--- src/include/fop_pkg.sv ---
// Constants, field positions, states and carriers of the flash option and protection block.
// Assumes one 100 MHz clock domain, a byte-wide array with one-cycle read latency and
// an AHB-Lite master that issues single whole-word transfers.
// Behaviour
// RULE1: Information area sits at FE00H-FFFFH; only part readable, never programmed or erased.
// RULE2: Sequencer times byte program, page erase and mass erase strobes.
// RULE3: Program and erase need the selected page, an open sector and the unlock key; mass erase checks no page and needs every sector open.
// RULE4: Option bit 3 clear lets brown-out stop in stop mode when power bit set.
// RULE5: Option bit 3 set keeps brown-out enabled in every mode; erased value does so.
// RULE6: Option bit 2 clear hides user code and limits debug port commands.
// RULE7: Option bit 2 set, the erased value, opens code and all debug commands.
// RULE8: Whoever programs option bits writes 1 into reserved bit 1.
// RULE9: Option bit 0 clear refuses user program and erase; debug mass erase still works.
// RULE10: Option bit 0 set allows program, page erase and mass erase in program memory.
// RULE11: Option byte at address 0001H is only read, never altered by reset.
// RULE12: Options are read from the array after reset and latched before any operation.
package fop_pkg;
	localparam int CLK_MHZ = 100;
	localparam int PROG_TIME_US = 20;
	localparam int PERASE_TIME_US = 1000;
	localparam int MERASE_TIME_US = 2000;
	localparam int PROG_CYC = PROG_TIME_US * CLK_MHZ;
	localparam int PERASE_CYC = PERASE_TIME_US * CLK_MHZ;
	localparam int MERASE_CYC = MERASE_TIME_US * CLK_MHZ;

	localparam logic [15:0] OPT_ADDR = 16'h0001;
	localparam logic [15:0] PMEM_LAST = 16'h3fff;
	localparam logic [15:0] INFO_BASE = 16'hfe00;
	localparam logic [15:0] INFO_LAST = 16'hffff;
	localparam logic [15:0] INFO_ACC_LAST = 16'hfe7f;
	localparam int PAGE_LSB = 9;
	localparam int SECT_LSB = 11;
	localparam int SECT_MSB = 13;

	localparam int OPT_WP_BIT = 0;
	localparam int OPT_RSV_BIT = 1;
	localparam int OPT_RP_BIT = 2;
	localparam int OPT_BO_BIT = 3;
	localparam logic [7:0] OPT_RESET = 8'hff;

	localparam logic [7:0] REG_CTRL = 8'h00;
	localparam logic [7:0] REG_ADDR = 8'h04;
	localparam logic [7:0] REG_WDATA = 8'h08;
	localparam logic [7:0] REG_RDATA = 8'h0c;
	localparam logic [7:0] REG_STATUS = 8'h10;
	localparam logic [7:0] REG_KEY = 8'h14;
	localparam logic [7:0] REG_PAGE = 8'h18;
	localparam logic [7:0] REG_SECT = 8'h1c;
	localparam logic [7:0] KEY_FIRST = 8'h5a;
	localparam logic [7:0] KEY_SECOND = 8'ha5;

	localparam logic [2:0] CMD_READ = 3'h1;
	localparam logic [2:0] CMD_PROG = 3'h2;
	localparam logic [2:0] CMD_PERASE = 3'h3;
	localparam logic [2:0] CMD_MERASE = 3'h4;

	localparam logic [1:0] HTRANS_NONSEQ = 2'h2;
	localparam logic [2:0] HSIZE_WORD = 3'h2;

	typedef enum logic [2:0] {ST_LOAD, ST_IDLE, ST_READ, ST_READ_WAIT, ST_RUN} fop_state_t;

	typedef struct packed {
		logic rd;
		logic prog;
		logic page_erase;
		logic mass_erase;
		logic [15:0] addr;
		logic [7:0] wdata;
	} fop_flash_req_t;

	typedef struct packed {
		logic en;
		logic [7:0] addr;
		logic [31:0] data;
	} fop_bus_wr_t;

	typedef struct packed {
		logic wr_pend;
		logic rd_pend;
		logic hit;
		logic [7:0] addr;
		logic [31:0] hrdata;
	} fop_ahb_st_t;

	typedef struct packed {
		fop_state_t st;
		fop_flash_req_t req;
		logic [23:0] cnt;
		logic [7:0] opts;
		logic opt_valid;
		logic loading;
		logic [2:0] cmd;
		logic [15:0] addr;
		logic [7:0] wdata;
		logic [7:0] rdata;
		logic [6:0] page;
		logic [7:0] sect;
		logic key_stage;
		logic unlocked;
		logic done;
		logic refused;
		logic dbg_pend;
		logic bo_en;
		logic rd_en;
	} fop_ctrl_st_t;

	localparam fop_ctrl_st_t CTRL_RST = '{st: ST_LOAD, opts: OPT_RESET, bo_en: 1'b1,
		rd_en: 1'b1, default: '0};
endpackage

--- src/fop_ahb_slave.sv ---
// AHB-Lite slave front end of the flash option and protection block.
// Assumes a single master; writes finish with no wait, reads take one wait state.
`timescale 1ns/1ps
module fop_ahb_slave import fop_pkg::*; (
	input wire logic sys_clk_in,
	input wire logic reset_n_in,
	input wire logic hsel_in,
	input wire logic [31:0] haddr_in,
	input wire logic [1:0] htrans_in,
	input wire logic hwrite_in,
	input wire logic [2:0] hsize_in,
	input wire logic [31:0] hwdata_in,
	input wire logic hready_in,
	input wire logic [31:0] rd_data_in,
	output logic [31:0] hrdata_out,
	output logic hreadyout_out,
	output logic hresp_out,
	output fop_bus_wr_t wr_out,
	output logic [7:0] rd_addr_out
);
	fop_ahb_st_t s_q, s_d;
	logic take;

	// Read data is registered so that hrdata never ripples with the register mux.
	always_comb begin
		take = hsel_in && (htrans_in == HTRANS_NONSEQ) && hready_in;
		s_d = s_q;
		s_d.wr_pend = take && hwrite_in;
		s_d.rd_pend = take && !hwrite_in;
		if (take) begin
			s_d.addr = haddr_in[7:0];
			s_d.hit = (haddr_in[31:8] == 24'h000000) && (hsize_in == HSIZE_WORD);
		end
		if (s_q.rd_pend) begin
			s_d.hrdata = s_q.hit ? rd_data_in : 32'h00000000;
		end
	end

	always_ff @(posedge sys_clk_in or negedge reset_n_in) begin
		if (!reset_n_in) begin
			s_q <= '0;
		end else begin
			s_q <= s_d;
		end
	end

	assign wr_out = '{en: s_q.wr_pend && s_q.hit, addr: s_q.addr, data: hwdata_in};
	assign rd_addr_out = s_q.addr;
	assign hrdata_out = s_q.hrdata;
	assign hreadyout_out = !s_q.rd_pend;
	assign hresp_out = 1'b0;
endmodule

--- src/fop_guard.sv ---
// Combinational protection check for one requested flash operation.
// Assumes the option byte and protection registers are already latched by the caller.
`timescale 1ns/1ps
module fop_guard import fop_pkg::*; (
	input wire logic [2:0] cmd_in,
	input wire logic [15:0] addr_in,
	input wire logic [6:0] page_in,
	input wire logic [7:0] sect_prot_in,
	input wire logic unlocked_in,
	input wire logic [7:0] opts_in,
	input wire logic from_dbg_in,
	output logic allowed_out
);
	logic in_pmem, info_ok, page_ok, sect_ok, wp_ok;

	always_comb begin
		in_pmem = addr_in <= PMEM_LAST;
		// RULE1: partial info access
		info_ok = (addr_in >= INFO_BASE) && (addr_in <= INFO_LAST) && (addr_in <= INFO_ACC_LAST);
		// RULE3: page and sector
		page_ok = addr_in[15:PAGE_LSB] == page_in;
		sect_ok = !sect_prot_in[addr_in[SECT_MSB:SECT_LSB]];
		// RULE10: write protect open
		wp_ok = opts_in[OPT_WP_BIT];
		case (cmd_in)
			CMD_READ: begin
				allowed_out = in_pmem || info_ok;
			end
			// RULE3: full memory key
			CMD_PROG, CMD_PERASE: begin
				allowed_out = wp_ok && unlocked_in && in_pmem && page_ok && sect_ok;
			end
			// RULE9: debug erase bypass
			CMD_MERASE: begin
				allowed_out = from_dbg_in || (wp_ok && unlocked_in && (sect_prot_in == 8'h00));
			end
			default: begin
				allowed_out = 1'b0;
			end
		endcase
	end
endmodule

--- src/fop_flash_ctrl.sv ---
// Flash sequencer with option byte protection, register file and array strobes.
// Assumes a synchronous array that returns read data one cycle after rd, holds its
// program and erase strobes as levels, and a debug port on this same clock.
//
// Local design decisions: the address map and register access over AHB-Lite.
`timescale 1ns/1ps
module fop_flash_ctrl import fop_pkg::*; #(
	parameter int unsigned PERASE_CYCLES = PERASE_CYC,
	parameter int unsigned MERASE_CYCLES = MERASE_CYC
) (
	input wire logic sys_clk_in,
	input wire logic reset_n_in,
	input wire logic hsel_in,
	input wire logic [31:0] haddr_in,
	input wire logic [1:0] htrans_in,
	input wire logic hwrite_in,
	input wire logic [2:0] hsize_in,
	input wire logic [31:0] hwdata_in,
	input wire logic hready_in,
	output logic [31:0] hrdata_out,
	output logic hreadyout_out,
	output logic hresp_out,
	output fop_flash_req_t flash_req_out,
	input wire logic [7:0] flash_rdata_in,
	input wire logic dbg_mass_erase_in,
	input wire logic stop_mode_in,
	input wire logic bo_stop_off_in,
	output logic brownout_en_out,
	output logic dbg_code_read_en_out,
	output logic dbg_full_cmd_en_out,
	output logic opt_valid_out
);
	fop_ctrl_st_t s_q, s_d;
	fop_bus_wr_t bus_wr;
	logic [7:0] rd_addr;
	logic [31:0] rd_data;
	logic dbg_go, user_go, ctrl_wr, allowed;
	logic [2:0] eval_cmd;
	logic [23:0] chk_len_q;

	fop_ahb_slave u_bus (
		.sys_clk_in(sys_clk_in),
		.reset_n_in(reset_n_in),
		.hsel_in(hsel_in),
		.haddr_in(haddr_in),
		.htrans_in(htrans_in),
		.hwrite_in(hwrite_in),
		.hsize_in(hsize_in),
		.hwdata_in(hwdata_in),
		.hready_in(hready_in),
		.rd_data_in(rd_data),
		.hrdata_out(hrdata_out),
		.hreadyout_out(hreadyout_out),
		.hresp_out(hresp_out),
		.wr_out(bus_wr),
		.rd_addr_out(rd_addr)
	);

	// RULE12: options consulted first
	fop_guard u_guard (
		.cmd_in(eval_cmd),
		.addr_in(s_q.addr),
		.page_in(s_q.page),
		.sect_prot_in(s_q.sect),
		.unlocked_in(s_q.unlocked),
		.opts_in(s_q.opts),
		.from_dbg_in(dbg_go),
		.allowed_out(allowed)
	);

	// The debug request wins over a software start in the same idle cycle.
	always_comb begin
		ctrl_wr = bus_wr.en && (bus_wr.addr == REG_CTRL);
		dbg_go = (s_q.st == ST_IDLE) && (s_q.dbg_pend || dbg_mass_erase_in);
		user_go = (s_q.st == ST_IDLE) && !dbg_go && ctrl_wr;
		eval_cmd = dbg_go ? CMD_MERASE : bus_wr.data[2:0];
	end

	always_comb begin
		s_d = s_q;
		// RULE4: stop mode switch off
		// RULE5: brownout held on
		s_d.bo_en = s_q.opts[OPT_BO_BIT] | ~(stop_mode_in & bo_stop_off_in);
		// RULE6: debug access gate
		// RULE7: debug fully open
		s_d.rd_en = s_q.opts[OPT_RP_BIT];
		if (bus_wr.en) begin
			case (bus_wr.addr)
				REG_ADDR: begin
					s_d.addr = bus_wr.data[15:0];
				end
				REG_WDATA: begin
					s_d.wdata = bus_wr.data[7:0];
				end
				REG_PAGE: begin
					s_d.page = bus_wr.data[6:0];
				end
				REG_SECT: begin
					s_d.sect = bus_wr.data[7:0];
				end
				// RULE3: two step unlock
				REG_KEY: begin
					if (bus_wr.data[7:0] == KEY_FIRST) begin
						s_d.key_stage = 1'b1;
						s_d.unlocked = 1'b0;
					end else if (s_q.key_stage && (bus_wr.data[7:0] == KEY_SECOND)) begin
						s_d.key_stage = 1'b0;
						s_d.unlocked = 1'b1;
					end else begin
						s_d.key_stage = 1'b0;
						s_d.unlocked = 1'b0;
					end
				end
				default: begin
				end
			endcase
		end
		if (dbg_mass_erase_in && !dbg_go) begin
			s_d.dbg_pend = 1'b1;
		end
		case (s_q.st)
			// RULE11: read only load
			ST_LOAD: begin
				s_d.req.rd = 1'b1;
				s_d.req.addr = OPT_ADDR;
				s_d.loading = 1'b1;
				s_d.st = ST_READ;
			end
			// RULE2: start sequencing
			ST_IDLE: begin
				if (dbg_go || user_go) begin
					s_d.cmd = eval_cmd;
					if (dbg_go) begin
						s_d.dbg_pend = 1'b0;
					end
					if (allowed) begin
						s_d.done = 1'b0;
						s_d.refused = 1'b0;
						s_d.req.addr = s_q.addr;
						s_d.req.wdata = s_q.wdata;
						case (eval_cmd)
							CMD_READ: begin
								s_d.req.rd = 1'b1;
								s_d.st = ST_READ;
							end
							CMD_PROG: begin
								s_d.req.prog = 1'b1;
								s_d.cnt = 24'(PROG_CYC - 1);
								s_d.st = ST_RUN;
							end
							CMD_PERASE: begin
								s_d.req.page_erase = 1'b1;
								s_d.cnt = 24'(PERASE_CYCLES - 1);
								s_d.st = ST_RUN;
							end
							default: begin
								s_d.req.mass_erase = 1'b1;
								s_d.cnt = 24'(MERASE_CYCLES - 1);
								s_d.st = ST_RUN;
							end
						endcase
					end else begin
						s_d.refused = 1'b1;
					end
				end
			end
			ST_READ: begin
				s_d.req.rd = 1'b0;
				s_d.st = ST_READ_WAIT;
			end
			// RULE12: latch option byte
			ST_READ_WAIT: begin
				if (s_q.loading) begin
					s_d.opts = flash_rdata_in;
					s_d.opt_valid = 1'b1;
					s_d.loading = 1'b0;
				end else begin
					s_d.rdata = flash_rdata_in;
					s_d.done = 1'b1;
				end
				s_d.st = ST_IDLE;
			end
			// RULE2: strobe timing
			ST_RUN: begin
				if (s_q.cnt == 24'h000000) begin
					s_d.req.prog = 1'b0;
					s_d.req.page_erase = 1'b0;
					s_d.req.mass_erase = 1'b0;
					s_d.done = 1'b1;
					s_d.unlocked = 1'b0;
					s_d.st = ST_IDLE;
				end else begin
					s_d.cnt = s_q.cnt - 24'h000001;
				end
			end
			default: begin
				s_d.st = ST_IDLE;
			end
		endcase
		// A start written while busy is dropped and reported, never queued.
		if (ctrl_wr && !user_go) begin
			s_d.refused = 1'b1;
		end
	end

	always_ff @(posedge sys_clk_in or negedge reset_n_in) begin
		if (!reset_n_in) begin
			s_q <= CTRL_RST;
		end else begin
			s_q <= s_d;
		end
	end

	always_comb begin
		case (rd_addr)
			REG_CTRL: rd_data = {29'h0, s_q.cmd};
			REG_ADDR: rd_data = {16'h0, s_q.addr};
			REG_WDATA: rd_data = {24'h0, s_q.wdata};
			REG_RDATA: rd_data = {24'h0, s_q.rdata};
			REG_STATUS: begin
				rd_data = {16'h0, s_q.opts, 3'h0, s_q.unlocked, s_q.opt_valid,
					s_q.refused, s_q.done, s_q.st != ST_IDLE};
			end
			REG_KEY: rd_data = {31'h0, s_q.unlocked};
			REG_PAGE: rd_data = {25'h0, s_q.page};
			REG_SECT: rd_data = {24'h0, s_q.sect};
			default: rd_data = 32'h00000000;
		endcase
	end

	assign flash_req_out = s_q.req;
	assign brownout_en_out = s_q.bo_en;
	assign dbg_code_read_en_out = s_q.rd_en;
	assign dbg_full_cmd_en_out = s_q.rd_en;
	assign opt_valid_out = s_q.opt_valid;

	// Helper counter that measures how long a program or erase strobe stood.
	always_ff @(posedge sys_clk_in or negedge reset_n_in) begin
		if (!reset_n_in) begin
			chk_len_q <= 24'h000000;
		end else if (s_q.req.prog || s_q.req.page_erase || s_q.req.mass_erase) begin
			chk_len_q <= chk_len_q + 24'h000001;
		end else begin
			chk_len_q <= 24'h000000;
		end
	end
endmodule

--- config.mk ---
export PLATFORM = sky130hd
export DESIGN_NAME = fop_flash_ctrl
export DESIGN_NICKNAME = d
export VERILOG_FILES = /design/src/include/fop_pkg.sv /design/src/fop_ahb_slave.sv /design/src/fop_guard.sv /design/src/fop_flash_ctrl.sv
export SDC_FILE = /design/constraint.sdc
export NUM_CORES = 1
export LEC_CHECK = 0
export BUFFER_PORTS_ARGS = -buffer_cell sky130_fd_sc_hd__buf_2
export CAP_MARGIN = 20
export CORE_MARGIN = 5
export CORE_UTILIZATION = 35
export DETAILED_ROUTE_END_ITERATION = 8
export GPL_ROUTABILITY_DRIVEN = 0
export PLACE_DENSITY = 0.59
export SYNTH_ARGS = -nofsm -noshare
export SYNTH_HDL_FRONTEND = slang
export SYNTH_SLANG_ARGS = --single-unit
--- constraint.sdc ---
create_clock -name sys_clk_in -period 3.1 [get_ports sys_clk_in]
set_input_delay 0.31 -clock sys_clk_in [delete_from_list [all_inputs] [get_ports sys_clk_in]]
set_output_delay 0.31 -clock sys_clk_in [all_outputs]
set_load 0.03 [all_outputs]
* Word level (Yosys, flattened, before mapping)
Cells that the tools add are included.
Operators by class: $add $sub $neg 1, order comparisons 5, equality and inequality tests 31, muxes and demuxes 38, bitwise gates (word level) 4, reduce and logical (&&, ||, !) cells 61
Operator list (count):
- $pmux 16 s8 | 1
- $mux 55 | 2
- $pmux 24 s3 | 1
- $logic_not 24->1 | 2
- $pmux 24 s2 | 1
- $eq 8x5->1 const B | 4
- $le 16x16->1 const B | 2
- $pmux 16 s2 | 1
- $reduce_and 5->1 | 5
- $mux 24 | 1
- $sub 24x1->24 const B | 1
- $logic_and 1x1->1 | 20
- $reduce_and 2->1 | 9
- $eq 8x4->1 const B | 2
- $ge 16x16->1 const B | 1
- $le 16x14->1 const B | 1
- $logic_not 8->1 | 2
- $mux 16 | 1
- $eq 3x2->1 const B | 5
- $mux 1 | 15
- $mux 3 | 5
- $ne 2x2->1 const B | 6
- $pmux 3 s4 | 1
- $reduce_bool 2->1 | 5
- other kinds (26) | 46
Storage, ports and cells: register bits after elaboration 165, bits of input ports 85, output and inout bits 66, word-level logic and storage cells 169

* Longest topological paths before layout
Gate-level depths: netlist of run 1.
depth in word-level cells 10, depth in mapped cells 11, gate-level depth less buffers 9

* Modules after synthesis
From an unflattened synthesis of run 1, not the netlist that was laid out.
Unflattened totals: cell total of the unflattened synthesis 842, area total of the unflattened synthesis 8723.4 µm²
Modules (own cells, without submodules):
- fop_flash_ctrl | instances 1, cells an instance 559, area each 6063.3 µm², seq. area each 3065.4 µm²
- fop_ahb_slave | instances 1, cells an instance 258, area each 2422.3 µm², seq. area each 1076.0 µm²
- fop_guard | instances 1, cells an instance 25, area each 237.7 µm², seq. area each 0.0 µm²

* Least setup slack after synthesis of run 1
Ideal clock, no wire load.
path type reg-to-reg, start point reg s_q[67] (netlist name), end point reg s_q[71] (netlist name), setup time 119 ps, data arrival time 2711 ps, path slack 269 ps, cell stages (with the launch flop) 12, buffers on the path 2, clock period less this slack 2831 ps, path through dfrtp_1 > inv_1 > ha_1 > nor4b_1 > and4b_1 > nand2b_1 > nor4_2 > or4_1 > clkbuf_1 > buf_2 > inv_1 > a21bo_2
On the way: cells in the longest elaborated chain, start to end 3, elaborated cells between the ends (all ways) 6, classes of those cells add/sub (1); eq/ne (1); mux (2); reduce/logical (2)
RTL lines:
- from (decl) | RTL line fop_flash_ctrl.sv:33 | fop_ctrl_st_t s_q, s_d;
- from (signal assigned) | RTL line fop_flash_ctrl.sv:208 | s_q <= CTRL_RST;
- from (signal assigned) | RTL line fop_flash_ctrl.sv:210 | s_q <= s_d;
- $sub 24x1->24 / $logic_not 24->1 (equally long branches) | RTL line fop_flash_ctrl.sv:193, fop_flash_ctrl.sv:185
- $mux 24 / $ne 2x2->1 (equally long branches)
- $pmux 24 s2 / $reduce_and 5->1 (equally long branches)
Several ways; a longest one is shown, not always the timed one. The select of a mux whose other input is x is not followed. A chain may end at the register's enable or synchronous reset.

* Final worst setup path of run 1
start point reg s_q[53] (netlist name), end point reg s_q[85] (netlist name)
On the way: cells in the longest elaborated chain, start to end 7, elaborated cells between the ends (all ways) 14, classes of those cells order compare (4); eq/ne (2); mux (1); reduce/logical (7)
RTL lines:
- $le 16x14->1, or another cell as far along | RTL line fop_guard.sv:17 | in_pmem = addr_in <= PMEM_LAST;
- $logic_and 1x1->1, on equally long branches (2 in series) | RTL line fop_guard.sv:31, fop_guard.sv:19
- $logic_and 1x1->1 / $logic_or 1x1->1 (equally long branches) | RTL line fop_guard.sv:31, fop_guard.sv:27
- $pmux 1 s3 * | RTL line fop_guard.sv:25 | case (cmd_in)
- $ne 2x2->1 (no line) *
- $reduce_and 5->1 (no line) *
Mark *: on every way between the ends. The rest lies on a longest branch, timed or not.

==> reports/qor.csv, run 1 <==
stage;metric;value;unit
sta;setup tns final;0;ps
sta;Setup-failing EPs final;0;
routing;Post-route DRC;0;
yosys;Syn. warnings;0;
routing;Pre-antenna DRT Iters;5;
setup_path;Crit Path Category;reg2reg;
routing;Iter 0 DRT Violations;344;
setup_path;worst path cell trace;buf_4, nor4_1, nand4_1, nor4_4, nor3_1, or4_1, buf_4, or4_1, nand3_1;
global_routing;Total Routing Usage GR;16.7;%
sta;relative slew slack;54.3;%
setup_path;WP data required;3450;ps
clocking;post-CTS setup buffers;0;
setup_path;crit-path max FO;18;
yosys;post-synthesis sequential area ratio;50.8;%
setup_path;CP max stage cell;or4_1;
power;peak supply drop;0.000440;V
finish;commonest non-fill, non-tap cell in the layout;dfrtp_1;
routing;post-route ant nets;0;
power;Comb power frac;34.1;%
setup_path;delay-heaviest family, CP;simple AND/OR/NAND/NOR gates;
power;net switching power;2.67;mW
finish;Reg area;3740;sq um
placed_design;hpwl dp;14500;um
floorplanning;standard-cell row count;53;
sta;Final WS setup;149;ps
placed_design;# port buffers;117;
clocking;clk_lat worst skew;420;ps
sta;Pins Over Slew Limit;0;
clocking;CTS tree;done;
outcome;status;finished, final reports clean;
routing;drt total wl;19600;um
floorplanning;Starting Density;35.2;%
finish;share of cells above drive strength 1;35.0;%
setup_path;Buf/Inv on CP;2;
global_routing;largest net degree at the start of global routing;66;
power;Clock power frac;27.9;%
finish;filler instances;2041;
job;max_cap viols;0;
floorplanning;die height;155;um
power;sw frac;37.1;%
sta;Achievable Freq;339;MHz
floorplanning;die area;24000;sq um
routing;Avg WL per Cell;18.5;um
setup_path;Worst Setup Start Kind;flop;
yosys;Mapped Area;7360;sq um
sta;slew at the pin with the worst max-slew slack;681;ps
sta;Final period util;95.2;%
floorplanning;Core Area;20900;sq um
yosys;flops & latches, synth;149;
clocking;Num CTS Buffers;17;
routing;Vias/cell;5.25;
global_routing;first-pass GRT wire length;31400;um
setup_path;crit-path max cell delay;550;ps
yosys;Post-synth top flop;dfrtp_1;
clocking;H-tree depth;4;
yosys;syn avg cell area;10.9;sq um
global_routing;residual overflow from global routing;0;
finish;most frequent cells in the layout;dfrtp_1, buf_2, mux2_2;
clocking;CTS Root Cell;clkbuf_16;
finish;footprint of the multi-input gates;3040;sq um
power;Pint;4.53;mW
power;Leak Pwr;3.96;nW
sta;Period minus WS final;2950;ps
sta;Fin Clk Skew;10.5;ps
routing;Via Count;5575;
sta;Hold Slack;35.1;ps
floorplanning;die width;155;um
floorplanning;IO Pins;151;
yosys;Syn Inst Count;675;
setup_path;Critical Path Sink Type;flop;
placed_design;Setup Slack @ Placement;28.2;ps
yosys;Distinct cells, synth;62;
clocking;maximum buffer depth of the clock tree;2;
global_routing;vias in the first global route;5587;
yosys;share of flip-flops with an asynchronous set or reset;100;%
clocking;Sink Count;149;
power;pwr dens;833;nW/um^2
global_routing;initial antenna violation count;4;
setup_path;Arr. time, crit path;3300;ps
finish;Area Overhead vs Synth;17.5;%
finish;Nets;859;
yosys;Post-synth EDFFs;0;
sta;RSZ-0062 raised after global routing;false;
worst_hold_path;Min-Delay Path Class;in2reg;
power;Seq pwr share;38.1;%
sta;Final Hold Fails;0;
clocking;Clk pin slew, worst setup/hold paths;60;ps
## worst register-to-register path: cells and delay by family (launching register included)
kind | cells | cell delay, ps
flops | 1 | 420
buf+inv | 2 | 410
simple gates | 7 | 2050
## per-stage QoR
stage / utilization, % / power, mW / instances / area (sq um)
floorplan: - / 4.55 / 691 / 7420
global placement: 38.6 / 5.18 / 1028 / 8060
detailed placement: 38.6 / 5.22 / 1028 / 8060
CTS: 41.4 / 7.25 / 1060 / 8650
global route: 41.4 / 7.64 / 1061 / 8650
finish: 41.4 / 7.20 / 1061 / 8650
## state kept, by name (all words and copies together), names as in the netlist
name                  cells
u_bus.hrdata_out         16
brownout_en_out           1
dbg_code_read_en_out      1
s_q                      90
flash_req_out            28
s_d                       1
u_bus.rd_addr_out         8
opt_valid_out             1
u_bus.s_q                 3
## worst paths after layout
check | start | to | slack [ps] | cells after the start
min in group asynchronous | reset_n_in | s_q[81] | 410 | 2
max in group asynchronous | reset_n_in | brownout_en_out | 1790 | 3
hold / removal | bo_stop_off_in | brownout_en_out | 40 | 2
setup / recovery | s_q[53] | s_q[85] | 150 | 9
setup reg to reg | s_q[53] | s_q[85] | 150 | 9
hold reg to reg | s_d[0] | dbg_code_read_en_out | 390 | 0
## what timing repair did
item	CTS	global route
hold buffers	1	0
resized for setup	0	2
endpoints found under the hold margin	49	0
setup endpoints to repair	0	3
## layer usage
metal / part of all wire (%) / vias to the layer above / global-route usage (%)
met4: 1.5 / 6 / 4.50
met2: 46 / 181 / 26.1
met1: 45 / 2765 / 22.8
met3: 6.6 / 24 / 4.78
li1: - / 2599 / -
met5: 0.14 / - / 0
## cell usage after synthesis (all sizes together) (3+ instances only)
master | n | area (sq um)
nor3 | 19 | 95.1
nand4b | 3 | 26.3
nor4 | 15 | 130
nand3 | 14 | 70.1
or3 | 3 | 18.8
nand2 | 36 | 135
a221oi | 7 | 61.3
xnor2 | 5 | 43.8
buf | 65 | 487
nor2 | 41 | 154
o21ai | 44 | 220
and3 | 3 | 18.8
mux2 | 69 | 781
a21oi | 31 | 155
a221o | 3 | 30.0
nand4 | 8 | 50.1
a31oi | 4 | 25.0
dfstp | 10 | 263
a22oi | 10 | 75.1
o22ai | 6 | 37.5
clkbuf | 27 | 101
dfrtp | 139 | 3480
nor4b | 4 | 35.0
or4 | 6 | 48.8
nand2b | 10 | 62.6
a22o | 19 | 166
and2 | 5 | 31.3
o2bb2ai | 15 | 131
mux2i | 6 | 60.1
inv | 14 | 52.6
## cell type report
class | count | share of cell area (%)
flip-flops and latches | 149 | 43.3
multi-input cells | 435 | 35.1
repair buffers | 155 | 10.3
clock buffers | 21 | 5.55
well taps | 275 | 3.98
clock inverters | 10 | 1.13
inverters | 15 | 0.651
diodes | 1 | 0.0289
## cells by family (layout without fill, tap and decap cells)
family / after synthesis / count (layout) / synth area share, %
simple gates: 176 / 176 / 12.9
xor+xnor: 5 / 5 / 0.595
flops: 149 / 149 / 50.8
mux: 77 / 77 / 12.0
compound gates: 159 / 159 / 14.7
fa+ha+maj: 1 / 1 / 0.170
buf+inv: 107 / 201 / 8.75
other cells: 1 / 18 / 0.0509
## power groups by stage
stage | sequential (mW) | combinational, mW | clock [mW]
2_1_floorplan | 2.68 | 1.88 | 0
3_3_place_gp | 2.76 | 2.42 | 0
3_5_place_dp | 2.77 | 2.46 | 0
4_1_cts | 2.74 | 2.46 | 2.05
5_1_grt | 2.80 | 2.70 | 2.14
6_report | 2.74 | 2.45 | 2.01
(Power assumes the default switching activity.)
==> inputs of run 2 (changes only) <==
--- a/config.mk
+++ b/config.mk
@@ -11,7 +11,8 @@
 export CORE_UTILIZATION = 35
 export DETAILED_ROUTE_END_ITERATION = 8
 export GPL_ROUTABILITY_DRIVEN = 0
-export PLACE_DENSITY = 0.59
+export PLACE_DENSITY = 0.58
 export SYNTH_ARGS = -nofsm -noshare
 export SYNTH_HDL_FRONTEND = slang
+export SYNTH_HIERARCHICAL = 1
 export SYNTH_SLANG_ARGS = --single-unit
==> constraint.sdc (replaced) <==
create_clock -name sys_clk_in -period 2.9 [get_ports sys_clk_in]
set_input_delay 0.29 -clock sys_clk_in [delete_from_list [all_inputs] [get_ports sys_clk_in]]
set_output_delay 0.29 -clock sys_clk_in [all_outputs]
set_load 0.03 [all_outputs]
==> run 2 against run 1 <==
Final area increased by 21%. The flow now finishes with violations (setup timing). Largest power group is now combinational cells. Critical path type unchanged. Worst setup slack got worse by 250 ps. Routed wire length increased by 22%.
==> reports/qor.csv, run 2 <==
stage;metric;value;unit
sta;slew at the pin with the worst max-slew slack;894;ps
worst_hold_path;Min-Delay Path Class;in2reg;
finish;Reg area;4140;sq um
setup_path;reg2reg path depth;12;
yosys;syn avg cell area;10.4;sq um
global_routing;largest net degree at the start of global routing;71;
setup_path;CP max stage cell;or4b_4;
placed_design;hpwl dp;17000;um
global_routing;first-pass GRT wire length;38300;um
sta;Setup-failing EPs final;41;
routing;drt total wl;24000;um
finish;Area Overhead vs Synth;21.5;%
finish;commonest non-fill, non-tap cell in the layout;dfrtp_1;
clocking;maximum buffer depth of the clock tree;2;
clocking;CTS tree;done;
worst_hold_path;Hold Startpoint;bo_stop_off_in;
sta;Final period util;103;%
power;net switching power;3.85;mW
global_routing;initial antenna violation count;0;
clocking;Num CTS Buffers;17;
sta;relative slew slack;39.8;%
finish;finished layout cell area;10400;sq um
routing;Pre-antenna DRT Iters;5;
setup_path;R2R setup slack;-100;ps
clocking;Clk pin slew, worst setup/hold paths;80;ps
sta;Final WS setup;-99.9;ps
setup_path;Arr. time, crit path;3320;ps
routing;Iter 0 DRT Violations;635;
floorplanning;die width;167;um
clocking;CTS Root Cell;clkbuf_16;
sta;setup tns final;-1800;ps
setup_path;worst path cell trace;or2_4, a21oi_4, inv_2, or4b_4, nor4_4, nand4_1, o41ai_4, a21o_1, buf_6, o21ai_4, inv_2, mux2_4;
sta;RSZ-0062 raised after global routing;true;
routing;Via Count;6616;
floorplanning;Core Area;24200;sq um
outcome;failing checks;setup timing;
clocking;clk_lat worst skew;440;ps
finish;most frequent cells in the layout;dfrtp_1, buf_2, mux2_2;
finish;Diodes inserted;0;
outcome;status;finished with violations;
finish;Finished Core Util;43.1;%
floorplanning;IO Pins;151;
sta;Period minus WS final;3000;ps
yosys;Syn. warnings;6;
floorplanning;Starting Density;35.5;%
floorplanning;die height;167;um
finish;share of cells above drive strength 1;39.4;%
sta;Pins Over Slew Limit;0;
sta;Hold Slack;16.5;ps
routing;Post-route DRC;0;
routing;Vias/cell;5.23;
power;Comb power frac;41.0;%
worst_hold_path;hold endpoint;brownout_en_out;
setup_path;Crit Path Category;reg2reg;
setup_path;most used cell, CP;inv_2;
setup_path;delay-heaviest family, CP;simple AND/OR/NAND/NOR gates;
placed_design;area post-placement;9320;sq um
clocking;H-tree depth;4;
setup_path;worst reg2reg path endpoint;s_q[67];
floorplanning;die area;27800;sq um
sta;Final Hold Fails;0;
finish;Most flops, register;s_q;
finish;flip-flop count of the largest register after layout;90;
finish;Nets;1015;
power;pwr dens;905;nW/um^2
power;sw frac;40.7;%
setup_path;Worst Setup Start Kind;flop;
power;Leak Pwr;4.86;nW
setup_path;Critical Path Sink Type;flop;
clocking;Sink Count;165;
setup_path;FF-to-FF Start;s_q[2];
setup_path;crit-path max cell delay;550;ps
power;overall power;9.45;mW
setup_path;Buf/Inv on CP;3;
yosys;Syn Inst Count;826;
worst_hold_path;hold depth;2;
setup_path;crit-path max FO;7;
power;Pint;5.60;mW
finish;footprint of the multi-input gates;3690;sq um
sta;Fin Clk Skew;16.4;ps
global_routing;Total Routing Usage GR;17.2;%
sta;Achievable Freq;333;MHz
finish;filler instances;2372;
global_routing;vias in the first global route;6602;
job;max_cap viols;0;
power;Clock power frac;24.6;%
global_routing;residual overflow from global routing;0;
yosys;Mapped Area;8600;sq um
power;peak supply drop;0.000452;V
floorplanning;standard-cell row count;57;
routing;post-route ant nets;0;
setup_path;WP data required;3220;ps
placed_design;# port buffers;133;
routing;Avg WL per Cell;19.0;um
power;Seq pwr share;34.4;%
run 2: worst max path at each step:
stage | from | to | slack [ps] | cells past startpoint
6_report | s_q[2] | s_q[67] | -100 | 12
5_1_grt | s_q[2] | s_q[68] | -220 | 12
4_1_cts | s_q[2] | s_q[67] | -70 | 12
3_5_place_dp | dbg_mass_erase_in | flash_req_out[14] | -280 | 12
3_3_place_gp | dbg_mass_erase_in | flash_req_out[21] | -240 | 12
2_1_floorplan | s_q[119] | s_q[68] | -220 | 15
run 2: layout make-up:
type,count,share of cell area [%]
flip-flops and latches,165,39.6
multi-input cells,494,35.3
repair buffers,204,13.5
clock buffers,17,4.07
well taps,324,3.88
clock inverters,15,1.86
inverters,47,1.69
run 2: timing repair:
item | CTS | global route
setup buffers | 6 | 6
endpoints found under the hold margin | 59 | 0
setup endpoints to repair | 45 | 55
hold buffers | 2 | 0
pin swaps | 5 | 35
gates cloned | 2 | 3
gates resized for setup | 19 | 49
run 2: layer usage:
metal / share of wire (%) / GRT usage [%]
met1: 45 / 24.6
met3: 5.7 / 3.39
met5: 0 / 0
met2: 47 / 27.3
met4: 1.7 / 3.98
run 2: power by group through the flow:
stage | clock network (mW) | registers, mW | logic (mW)
4_1_cts | 2.38 | 3.23 | 3.60
3_3_place_gp | 0 | 3.26 | 3.35
5_1_grt | 2.46 | 3.31 | 4.20
6_report | 2.33 | 3.25 | 3.87
2_1_floorplan | 0 | 3.13 | 2.59
3_5_place_dp | 0 | 3.27 | 3.39
run 2: metrics by stage:
stage / setup slack, ps / instances
after floorplan: -222 / 841
after global placement: -237 / 1216
after detailed placement: -285 / 1216
after CTS: -71.8 / 1258
after global routing: -220 / 1266
final: -99.9 / 1266
